$ cat config.mk
export PLATFORM = sky130hd
export DESIGN_NAME = leil_top
export DESIGN_NICKNAME = d
export VERILOG_FILES = /design/src/verilog/leil_pkg.sv /design/src/verilog/leil_edge_latch.sv /design/src/verilog/leil_top.sv
export SDC_FILE = /design/constraint.sdc
export NUM_CORES = 1
export LEC_CHECK = 0
export ABC_AREA = 1
export BUFFER_PORTS_ARGS = -buffer_cell sky130_fd_sc_hd__buf_2
export CAP_MARGIN = 20
export CORE_ASPECT_RATIO = 2
export CORE_MARGIN = 8
export CORE_UTILIZATION = 45
export CTS_BUF_LIST = sky130_fd_sc_hd__clkbuf_8
export DETAILED_ROUTE_END_ITERATION = 10
export PLACE_DENSITY_LB_ADDON = 0.08
export SYNTH_ARGS = -nofsm -noshare
export SYNTH_HDL_FRONTEND = slang
export SYNTH_HIERARCHICAL = 1
export SYNTH_SLANG_ARGS = --single-unit
export TNS_END_PERCENT = 50
$ cat constraint.sdc
create_clock -name aclk -period 1.75 [get_ports aclk]
set_clock_uncertainty 0.15 [all_clocks]
set_input_delay 0.35 -clock aclk [delete_from_list [all_inputs] [get_ports aclk]]
set_output_delay 0.35 -clock aclk [all_outputs]
set_load 0.02 [all_outputs]
$ cat src/verilog/leil_pkg.sv
package leil_pkg;

    // Register byte offsets (register window of one channel)
    localparam logic [7:0] leil_latch_off = 8'h00;
    localparam logic [7:0] leil_edge_off = 8'h04;
    localparam logic [7:0] leil_live_off = 8'h08;

    // Bit positions inside the latch, edge-select and live-status words
    localparam int leil_bit_line_los = 0;
    localparam int leil_bit_second_los = 1;
    localparam int leil_bit_tx_los = 2;
    localparam int leil_bit_tx_clk = 3;
    localparam int leil_bit_drv_fault = 4;
    localparam int leil_bit_rx_jitter = 5;

    localparam int leil_num_events = 6;
    localparam logic [7:0] leil_latch_reset = 8'h00;
    localparam logic [7:0] leil_edge_reset = 8'h00;

    localparam logic [1:0] leil_resp_okay = 2'h0;
    localparam logic [1:0] leil_resp_slverr = 2'h2;

    // Live event inputs travel together
    typedef struct packed {
        logic rx_jitter_buffer;
        logic driver_fault;
        logic tx_clock_missing;
        logic tx_signal_loss;
        logic second_signal_loss;
        logic line_signal_loss;
    } leil_live_t;

endpackage

$ cat src/verilog/leil_edge_latch.sv
`timescale 1ns/1ps
`default_nettype none
module leil_edge_latch (
    input wire logic aclk,
    input wire logic aresetn,
    input wire logic live,
    input wire logic any_edge,
    input wire logic clear,
    output logic latch
);
    logic prev_q;
    logic prev_d;
    logic latch_q;
    logic latch_d;
    logic hit;

    always_comb begin
        prev_d = live;
        hit = any_edge ? (live ^ prev_q) : (live & ~prev_q);
        // Set wins over a coincident clear so no event is lost
        latch_d = hit | (latch_q & ~clear);
    end

    always_ff @(posedge aclk) begin
        if (!aresetn) begin
            prev_q <= 1'b0;
            latch_q <= 1'b0;
        end else begin
            prev_q <= prev_d;
            latch_q <= latch_d;
        end
    end

    assign latch = latch_q;
endmodule
`default_nettype wire

$ cat src/verilog/leil_top.sv
// Behaviour
// - With driver-fault edge select at zero, a rising live driver-fault status sets its latch.
// - With driver-fault edge select at one, any change of the live driver-fault status sets it.
// - Latches reset to zero, and software clears a latch by writing one to it.
// - Every set latch drives the shared active-low interrupt output while it stays set.
// - With tx-clock-missing edge select at zero, a rising live status sets its latch.
// - With tx-clock-missing edge select at one, any change of the live status sets its latch.
// - Tx signal-loss latch sets on a rising live change at select zero, any change at one.
// - With signal-loss edge select at zero, a rising second-loss status sets its latch.
// - With signal-loss edge select at one, any change of second-loss status sets its latch.
// - A receive jitter buffer over or underflow sets its latch, reported on the interrupt pin.
`timescale 1ns/1ps
`default_nettype none
module leil_top (
    input wire logic aclk,
    input wire logic aresetn,
    input wire logic [31:0] s_axi_awaddr,
    input wire logic s_axi_awvalid,
    output logic s_axi_awready,
    input wire logic [31:0] s_axi_wdata,
    input wire logic [3:0] s_axi_wstrb,
    input wire logic s_axi_wvalid,
    output logic s_axi_wready,
    output logic [1:0] s_axi_bresp,
    output logic s_axi_bvalid,
    input wire logic s_axi_bready,
    input wire logic [31:0] s_axi_araddr,
    input wire logic s_axi_arvalid,
    output logic s_axi_arready,
    output logic [31:0] s_axi_rdata,
    output logic [1:0] s_axi_rresp,
    output logic s_axi_rvalid,
    input wire logic s_axi_rready,
    input wire leil_pkg::leil_live_t live_status,
    input wire logic rx_jitter_buffer_fault,
    output logic irq_n
);
    // Write channel state
    logic aw_have_q, aw_have_d;
    logic w_have_q, w_have_d;
    logic [7:0] aw_addr_q, aw_addr_d;
    logic [31:0] w_data_q, w_data_d;
    logic w_lane0_q, w_lane0_d;
    logic bvalid_q, bvalid_d;
    logic [1:0] bresp_q, bresp_d;
    // Read channel state
    logic rvalid_q, rvalid_d;
    logic [31:0] rdata_q, rdata_d;
    logic [1:0] rresp_q, rresp_d;
    // Control register
    logic [7:0] edge_q, edge_d;
    logic [7:0] clear_mask;
    logic [7:0] latch_word;
    logic [7:0] live_word;
    logic do_write;
    logic [leil_pkg::leil_num_events-1:0] live_vec;
    logic [leil_pkg::leil_num_events-1:0] any_edge_vec;
    logic [leil_pkg::leil_num_events-1:0] latch_vec;

    // Second-loss and line-loss share one signal-loss edge select
    always_comb begin
        live_vec = '0;
        live_vec[leil_pkg::leil_bit_line_los] = live_status.line_signal_loss;
        live_vec[leil_pkg::leil_bit_second_los] = live_status.second_signal_loss;
        live_vec[leil_pkg::leil_bit_tx_los] = live_status.tx_signal_loss;
        live_vec[leil_pkg::leil_bit_tx_clk] = live_status.tx_clock_missing;
        live_vec[leil_pkg::leil_bit_drv_fault] = live_status.driver_fault;
        live_vec[leil_pkg::leil_bit_rx_jitter] = live_status.rx_jitter_buffer;
        any_edge_vec = edge_q[leil_pkg::leil_num_events-1:0];
        any_edge_vec[leil_pkg::leil_bit_line_los] = edge_q[leil_pkg::leil_bit_second_los];
    end

    // Jitter buffer event is a rising edge of the OR of both fault inputs
    // Its edge select bit is ignored: this latch is rising-edge only
    logic rx_jitter_live;
    assign rx_jitter_live = live_status.rx_jitter_buffer | rx_jitter_buffer_fault;

    genvar gi;
    generate
        for (gi = 0; gi < leil_pkg::leil_num_events; gi++) begin : g_lat
            if (gi == leil_pkg::leil_bit_rx_jitter) begin : g_rja
                leil_edge_latch u_lat (
                    .aclk(aclk),
                    .aresetn(aresetn),
                    .live(rx_jitter_live),
                    .any_edge(1'b0),
                    .clear(clear_mask[gi]),
                    .latch(latch_vec[gi])
                );
            end else begin : g_std
                leil_edge_latch u_lat (
                    .aclk(aclk),
                    .aresetn(aresetn),
                    .live(live_vec[gi]),
                    .any_edge(any_edge_vec[gi]),
                    .clear(clear_mask[gi]),
                    .latch(latch_vec[gi])
                );
            end
        end
    endgenerate

    always_comb begin
        latch_word = 8'h00;
        latch_word[leil_pkg::leil_num_events-1:0] = latch_vec;
        live_word = 8'h00;
        live_word[leil_pkg::leil_num_events-1:0] = live_vec;
    end

    // Combinational so the pin falls in the same cycle as the latch sets
    assign irq_n = ~(|latch_vec);

    // Write path: address and data accepted in either order
    always_comb begin
        aw_have_d = aw_have_q;
        w_have_d = w_have_q;
        aw_addr_d = aw_addr_q;
        w_data_d = w_data_q;
        w_lane0_d = w_lane0_q;
        bvalid_d = bvalid_q;
        bresp_d = bresp_q;
        edge_d = edge_q;
        clear_mask = 8'h00;
        do_write = aw_have_q && w_have_q && !bvalid_q;
        if (s_axi_awvalid && s_axi_awready) begin
            aw_have_d = 1'b1;
            aw_addr_d = s_axi_awaddr[7:0];
        end
        if (s_axi_wvalid && s_axi_wready) begin
            w_have_d = 1'b1;
            w_data_d = s_axi_wdata;
            w_lane0_d = s_axi_wstrb[0];
        end
        if (do_write) begin
            aw_have_d = 1'b0;
            w_have_d = 1'b0;
            bvalid_d = 1'b1;
            bresp_d = leil_pkg::leil_resp_okay;
            if (aw_addr_q == leil_pkg::leil_latch_off) begin
                if (w_lane0_q) begin
                    clear_mask = w_data_q[7:0];
                end
            end else if (aw_addr_q == leil_pkg::leil_edge_off) begin
                if (w_lane0_q) begin
                    edge_d = w_data_q[7:0];
                end
            end else if (aw_addr_q == leil_pkg::leil_live_off) begin
                bresp_d = leil_pkg::leil_resp_okay;
            end else begin
                bresp_d = leil_pkg::leil_resp_slverr;
            end
        end
        if (bvalid_q && s_axi_bready) begin
            bvalid_d = 1'b0;
        end
    end

    // Read path
    // Data is captured at the address handshake and held until taken
    // Only the low address byte is decoded; upper bits alias
    always_comb begin
        rvalid_d = rvalid_q;
        rdata_d = rdata_q;
        rresp_d = rresp_q;
        if (s_axi_arvalid && s_axi_arready) begin
            rvalid_d = 1'b1;
            rresp_d = leil_pkg::leil_resp_okay;
            if (s_axi_araddr[7:0] == leil_pkg::leil_latch_off) begin
                rdata_d = {24'h000000, latch_word};
            end else if (s_axi_araddr[7:0] == leil_pkg::leil_edge_off) begin
                rdata_d = {24'h000000, edge_q};
            end else if (s_axi_araddr[7:0] == leil_pkg::leil_live_off) begin
                rdata_d = {24'h000000, live_word};
            end else begin
                rdata_d = 32'h00000000;
                rresp_d = leil_pkg::leil_resp_slverr;
            end
        end else if (rvalid_q && s_axi_rready) begin
            rvalid_d = 1'b0;
        end
    end

    always_ff @(posedge aclk) begin
        if (!aresetn) begin
            aw_have_q <= 1'b0;
            w_have_q <= 1'b0;
            aw_addr_q <= 8'h00;
            w_data_q <= 32'h00000000;
            w_lane0_q <= 1'b0;
            bvalid_q <= 1'b0;
            bresp_q <= leil_pkg::leil_resp_okay;
            rvalid_q <= 1'b0;
            rdata_q <= 32'h00000000;
            rresp_q <= leil_pkg::leil_resp_okay;
            edge_q <= leil_pkg::leil_edge_reset;
        end else begin
            aw_have_q <= aw_have_d;
            w_have_q <= w_have_d;
            aw_addr_q <= aw_addr_d;
            w_data_q <= w_data_d;
            w_lane0_q <= w_lane0_d;
            bvalid_q <= bvalid_d;
            bresp_q <= bresp_d;
            rvalid_q <= rvalid_d;
            rdata_q <= rdata_d;
            rresp_q <= rresp_d;
            edge_q <= edge_d;
        end
    end

    // One write and one read in flight; new ones wait for the response
    assign s_axi_awready = !aw_have_q && !bvalid_q;
    assign s_axi_wready = !w_have_q && !bvalid_q;
    assign s_axi_arready = !rvalid_q;
    assign s_axi_bvalid = bvalid_q;
    assign s_axi_bresp = bresp_q;
    assign s_axi_rvalid = rvalid_q;
    assign s_axi_rdata = rdata_q;
    assign s_axi_rresp = rresp_q;
endmodule
`default_nettype wire

[Word-level counts from Yosys, hierarchy flattened]
Cells that the tools add are included.
Word-level totals
  bits in registers: 77
  bits of input ports: 114
  output and inout port bits: 42
Cells by class
  equality and inequality tests: 4
  multiplexer cells: 19
  bitwise logic cells: 39
  reductions and logical operators: 20
Operator list (number)
  $mux 6: 4
  $eq 8x3->1 const B: 2
  $eq 8x4->1 const B: 2
  $logic_not 8->1: 2
  $mux 8: 2
  $not 1->1: 15
  $and 1x1->1: 12
  $mux 2: 6
  $logic_and 1x1->1: 9
  $mux 1: 7
  $or 1x1->1: 7
  $reduce_or 6->1: 1
  $xor 1x1->1: 5
  $logic_not 1->1: 4
  $reduce_and 4->1: 1
  $reduce_or 2->1: 2
  $reduce_bool 2->1: 1

[Logic depth before layout (Yosys ltp)]
Gate-level depths: netlist (run 1).
  depth after elaboration: 6
  gate-level depth with buffers: 11

[Modules after synthesis]
The synthesis (run 1) kept the hierarchy.
By module, submodules not included
  leil_top: times used 1, cells an instance 271, area an instance 1984.4 um^2, sequential area each 780.7 um^2
  leil_edge_latch: times used 6, cells an instance 15, area an instance 98.8 um^2, sequential area each 40.0 um^2

[Worst setup path after synthesis (run 1)]
OpenSTA, ideal clock, no wires.
  kind: register to register
  start: reg bvalid_q, in the netlist s_axi_bvalid
  end: reg g_lat[3].g_std.u_lat.latch_q
  setup time: 0.109 ns
  arrival: 1.326 ns
  required time: 1.491 ns
  path slack: 0.165 ns
  cell stages (with the launch flop): 11
  buffers on the path: 0
  period minus slack after synthesis: 1.585 ns
  cell sequence: dfxtp_1 -> nor2_1 -> nand2_2 -> inv_1 -> nand2_1 -> nor3_2 -> inv_1 -> nand2_1 -> nand3_1 -> nand2_1 -> inv_1
On the way
  cells in the longest elaborated chain, start to end: 6
RTL lines
  from (decl): RTL line leil_top.sv:44  | logic bvalid_q, bvalid_d;
  from (signal assigned): RTL line leil_top.sv:202  | bvalid_q <= bvalid_d;
  $logic_not 1->1: RTL line leil_top.sv:124  | do_write = aw_have_q && w_have_q && !bvalid_q;
  $logic_and 1x1->1: RTL line leil_top.sv:124
  $mux 6: RTL line leil_top.sv:134  | if (do_write) begin
  via clear_mask[3]: RTL line leil_top.sv:52  | logic [7:0] clear_mask;
  $not 1->1: RTL line leil_edge_latch.sv:21  | latch_d = hit | (latch_q & ~clear);
  $and 1x1->1: RTL line leil_edge_latch.sv:21
  $or 1x1->1: RTL line leil_edge_latch.sv:21
  to (signal assigned): RTL line leil_edge_latch.sv:30  | latch_q <= latch_d;
  to (decl): RTL line leil_edge_latch.sv:13  | logic latch_q;
The timed path passes the listed nets, and every way through them passes these cells.
A chain may end at the register's enable or synchronous reset.

[Worst setup path in the final report (run 1)]
  start: reg g_lat[5].g_rja.u_lat.latch_q
  end: out irq_n
On the way
  cells in the longest elaborated chain, start to end: 2
RTL lines
  from (decl): RTL line leil_edge_latch.sv:13
  from (signal assigned): RTL line leil_edge_latch.sv:30
  $reduce_or 6->1: RTL line leil_top.sv:111  | assign irq_n = ~(|latch_vec);
  $not 1->1: RTL line leil_top.sv:111
  to (decl): RTL line leil_top.sv:36  | output logic irq_n
Every way passes these cells.

==> results.toml, run 1 <==
[floorplan]
die_w_um = 69.5
io_pins = 156
start_util_pct = 45.9
die-height_um = 123
core-area_um2 = 5610
dieArea_um2 = 8550
row_count = 39

[synthesis]
syn_avg_cell_area_um2 = 7.14
syn-cell-area_um2 = 2580
async_reset_ff_share_pct = 0
ys_ff_latch = 51
ys_warn_count = 6
synthTopCellsByArea = "dfxtp_1, inv_1, nand2_1, buf_4, nor2_1"
ys_types = 29
syn_inst = 361
synth_flop_cell = "dfxtp_1"
post-synth-top-area-cell = "dfxtp_1"
synth.top_cell.area_share_pct = 39.6
synth_edf_count = 0
yosysMostFrequentCell = "inv_1"
ys_seq_area_share_pct = 39.6
synthTopCellsByCount = "inv_1, nand2_1, dfxtp_1"

[place]
dp_slack_ns = 0.0591
dpl_cell_area_um2 = 2840
hpwl_mm = 4.60
io_buffer_count = 54
dp_cells = 476
routabilityCongestion = 0.800

[global_route]
grt_start_max_net_pins = 41
overflow = 0
grt_first_pass_wirelength_mm = 9.94
grt_pass1_vias = 2299
grt.total_usage_pct = 13.9
antenna_found_initial = 0

[drt]
viasPerCell = 4.76
wirelength_mm = 5.92
via_count = 2304
dr.pass1.iters = 5
post_drt_wl_per_cell_um = 12.2
post-route-drc-count = 0
ant_nets = 0
drtIter0Drc = 57

[sta]
finalMaxSlewViolations = 0
holdWs_ns = 0.0903
period_share_pct = 96.5
setup_viol = 0
rsz0062_at_grt = "yes"
finalHoldViolations = 0
clock.fmax_mhz = 592
finalCriticalPeriod_ns = 1.69
fin_ws_ns = 0.0611

[clocking]
cts_tree = "yes"
cts_resized = 0
cts.sinks = 51
postCtsHoldBufs = 0
clk_path_buf_depth = 2
cts_made_buffers = 5
postCtsSetupBuffers = 0
clk_latency_ns = 0.31
cts_root_buffer = "clkbuf_8"
path_clk_slew_ns = 0.09
htreeDepth = 2

[run_status]
run_status = "finished clean"

[job]
drv_cap = 0

[critical_path]
path_max_fanout = 2
cp.required_ns = 1.25
cp-start-kind = "flop"
arrival_ns = 1.19
worstReg2RegStart = "aw_addr_q[0]$_SDFFE_PN0P_"
crit_type = "flop to primary output"
cp-startpoint = "g_lat[5].g_rja.u_lat/latch$_SDFF_PN0_"
timing.critical_path.to_type = "primary output"

[pwr]
peakVddDrop_uv = 815
leakagePower_nw = 1.51
p_per_area_nw_per_um2 = 860

[min_path]
hold_path.class = "input port to flop"
hp-start = "s_axi_bready"

[cells_and_area]
final_cell_area_um2 = 2980
drive_gt1_share_pct = 21.5
area_growth_pct = 15.5
stdcell_count = 484
nets = 542
utilization_pct = 53.1
antenna_cells = 0
==> state kept, by name, summed over array words and instances, names as in the netlist <==
register and count:
s_axi_bvalid 1, s_axi_bresp 1, aw_addr_q 8, s_axi_rresp 1, g_lat.g_std.u_lat/prev_q 5, s_axi_rvalid 1
g_lat.g_rja.u_lat/latch 1, w_lane0_q 1, w_data_q 8, g_lat.g_rja.u_lat/prev_q 1, s_axi_rdata 8, g_lat.g_std.u_lat/latch 5
aw_have_q 1, w_have_q 1, edge_q 8
==> metrics by stage <==
step	setup TNS (ns)	power, mW
2_1_floorplan	0	1.66
3_3_place_gp	0	1.74
3_5_place_dp	0	1.75
4_1_cts	0	2.58
5_1_grt	-0.0323	2.70
6_report	0	2.56
==> worst max-delay path, stage by stage (launching register included) <==
cell	delay [ns]
dfxtp_1	0.32
inv_1	0.09
nand4_1	0.11
nor3_1	0.19
buf_4	0.18
==> layer usage <==
metal | GRT usage [%] | up-vias | wire length, µm
met1 | 14.7 | 1044 | 2320
li1 | - | 1195 | -
met2 | 25.0 | 54 | 3170
met5 | 0 | - | 0
met3 | 3.29 | 11 | 287
met4 | 6.71 | 0 | 142
==> placed cells by master, fill, tap and decap left out, types with 3 or more instances in the layout <==
cell type	synthesis	layout
conb_1	1	28
clkbuf_8	0	5
inv_2	3	3
a21oi_1	31	31
inv_1	58	58
o21ai_1	12	12
nand2_1	57	56
nor2_2	3	3
dfxtp_1	51	50
buf_4	27	6
nor3_2	6	5
buf_2	3	53
o21ai_0	14	14
nand3_1	27	27
nor2_1	44	43
ha_1	6	6
==> final timing paths <==
| check | end | slack, ns | depth (start not counted) |
|---|---|---|---|
| worst min register to register | s_axi_rdata[6]$_SDFFE_PN0P_ | 0.31 | 2 |
| worst max register to register | g_lat[1].g_std.u_lat/latch$_SDFF_PN0_ | 0.11 | 11 |
| worst max-delay path | irq_n | 0.06 | 4 |
| worst min-delay path | s_axi_bvalid$_SDFFE_PP0P_ | 0.09 | 2 |
==> where the power goes <==
| part | internal, mW | total (mW) | leakage [nW] | switching (mW) |
|---|---|---|---|---|
| Sequential | 1.23 | 1.27 | 0.420 | 0.0421 |
| Combinational | 0.155 | 0.464 | 1.04 | 0.309 |
| Clock | 0.426 | 0.820 | 0.0581 | 0.394 |
| Total | 1.81 | 2.56 | 1.51 | 0.746 |
==> cell families after synthesis <==
group,synth area share (%)
AND/OR/NAND/NOR,27.3
buffers and inverters,17.8
AO/OA/AOI/OAI,12.3
flip-flops,39.6
adder cells (fa/ha/maj),2.91
other,0.145
==> final cells by class <==
cell class | instances | area [µm²]
clock buffers | 5 | 68.8
clock inverters | 3 | 43.8
repair buffers | 59 | 310
inverters | 62 | 233
fillers | 602 | 2630
multi-input cells | 243 | 1220
flip-flops and latches | 51 | 1020
well taps | 61 | 76.3
Power figures use the tool's default switching activity.
==> inputs of run 2 (changes only) <==
--- a/config.mk
+++ b/config.mk
@@ -14,6 +14,7 @@
 export CTS_BUF_LIST = sky130_fd_sc_hd__clkbuf_8
 export DETAILED_ROUTE_END_ITERATION = 10
 export PLACE_DENSITY_LB_ADDON = 0.08
+export RECOVER_POWER = 100
 export SYNTH_ARGS = -nofsm -noshare
 export SYNTH_HDL_FRONTEND = slang
 export SYNTH_HIERARCHICAL = 1
==> run 2 against run 1 <==
  * Clock power about the same
  * Non-clock buffer count unchanged
  * Worst setup slack worse by 0.0041 ns
  * Power down 0.22%
  * Sequential share of layout area up 0.36 points
  * Routed wire length about the same
  * First-iteration DRC count down 7.0%
  * Register-to-register slack about the same
  * Global-route usage unchanged
  * Hold slack better by 0.0041 ns
  * Sequential power about the same
  * Critical endpoint unchanged
  * Critical path depth unchanged
==> results.toml, run 2 (same netlist as run 1, synthesis figures left out) <==
[clocking]
cts_tree = "yes"
cts_root_buffer = "clkbuf_8"
path_clk_slew_ns = 0.09
clk_path_buf_depth = 2
postCtsSetupBuffers = 0
cts.sinks = 51
cts_resized = 0
cts_made_buffers = 5
htreeDepth = 2
postCtsHoldBufs = 0
clk_latency_ns = 0.31

[drt]
drtIter0Drc = 53
via_count = 2299
viasPerCell = 4.75
ant_nets = 0
wirelength_mm = 5.92
post-route-drc-count = 0
post_drt_wl_per_cell_um = 12.2
dr.pass1.iters = 5

[cells_and_area]
drive_gt1_share_pct = 17.3
final_cell_area_um2 = 2950
stdcell_count = 484
layout_common_cells = "inv_1, nand2_1, dfxtp_1, nor2_1, buf_2"
utilization_pct = 52.5
area_growth_pct = 14.3
nets = 542
antenna_cells = 0
mostFrequentLayoutCell = "inv_1"

[global_route]
grt.total_usage_pct = 13.9
grt_pass1_vias = 2299
antenna_found_initial = 0
overflow = 0
grt_start_max_net_pins = 41
grt_first_pass_wirelength_mm = 9.94

[pwr]
leakagePower_nw = 1.44
p_per_area_nw_per_um2 = 867
p_total_mw = 2.55
peakVddDrop_uv = 819

[run_status]
run_status = "finished clean"

[place]
dpl_cell_area_um2 = 2840
dp_cells = 476
dp_slack_ns = 0.0591
routabilityCongestion = 0.800
hpwl_mm = 4.60
io_buffer_count = 54

[critical_path]
worstPathBufferInverterCount = 2
path_max_fanout = 2
critPathMaxStageDelay_ns = 0.32
cp-start-kind = "flop"
critPathTopFamily = "flip-flops"
cp_slowest_cell = "dfxtp_1"
timing.critical_path.to_type = "primary output"
arrival_ns = 1.19
path_cells = "inv_1, nand4_1, nor3_1, buf_4"
cp.required_ns = 1.25
crit_type = "flop to primary output"

[floorplan]
io_pins = 156
start_util_pct = 45.9
row_count = 39
dieArea_um2 = 8550
die-height_um = 123
die_w_um = 69.5
core-area_um2 = 5610

[sta]
rsz0062_at_grt = "yes"
finalMaxSlewViolations = 0
holdWs_ns = 0.0944
tns_ns = 0
period_share_pct = 96.7
fin_ws_ns = 0.0570
finalHoldViolations = 0
finalCriticalPeriod_ns = 1.69
clock.fmax_mhz = 591
setup_viol = 0

[min_path]
hold_path.class = "input port to flop"

[job]
drv_cap = 0
[run 2: cell count changes in the layout (fill, tap and decap cells not counted), sizes merged]
cell    before  now
buf         59   42
clkbuf       5   22
[run 2: layout make-up]
cell class	instances	area [µm²]
Sequential cell	51	1020
Multi-Input combinational cell	243	1220
Clock inverter	3	43.8
Tap cell	61	76.3
Clock buffer	5	68.8
Fill cell	616	2670
Inverter	62	233
Timing Repair Buffer	59	284
[run 2: final timing paths]
check | start | to | slack, ns | cells after the start
max reg2reg | aw_addr_q[0]$_SDFFE_PN0P_ | g_lat[1].g_std.u_lat/latch$_SDFF_PN0_ | 0.11 | 11
min reg2reg | s_axi_rdata[6]$_SDFFE_PN0P_ | s_axi_rdata[6]$_SDFFE_PN0P_ | 0.32 | 2
min | s_axi_bready | s_axi_bvalid$_SDFFE_PP0P_ | 0.09 | 2
max | g_lat[5].g_rja.u_lat/latch$_SDFF_PN0_ | irq_n | 0.06 | 4
[run 2: power by group]
group | internal [mW] | total, mW | switching [mW] | leakage [nW]
sequential | 1.23 | 1.28 | 0.0422 | 0.420
clock | 0.426 | 0.823 | 0.397 | 0.0581
combinational | 0.147 | 0.456 | 0.309 | 0.958
[run 2: layer usage]
layer  wire (µm)  GRT usage (%)
met1        2350           14.7
met2        3150           25.0
met3         278           3.29
met4         142           6.71
met5           0              0
[run 2: worst register-to-register path, stage by stage, from the launching register on]
cell and delay, ns:
dfxtp_2 0.34, nor2_2 0.09, inv_1 0.05, or2_4 0.24, nor2_4 0.10, nand3_4 0.13, nor3_2 0.14, inv_1 0.08
nand2_1 0.06, nand3_1 0.06, nand2_1 0.06, inv_1 0.04
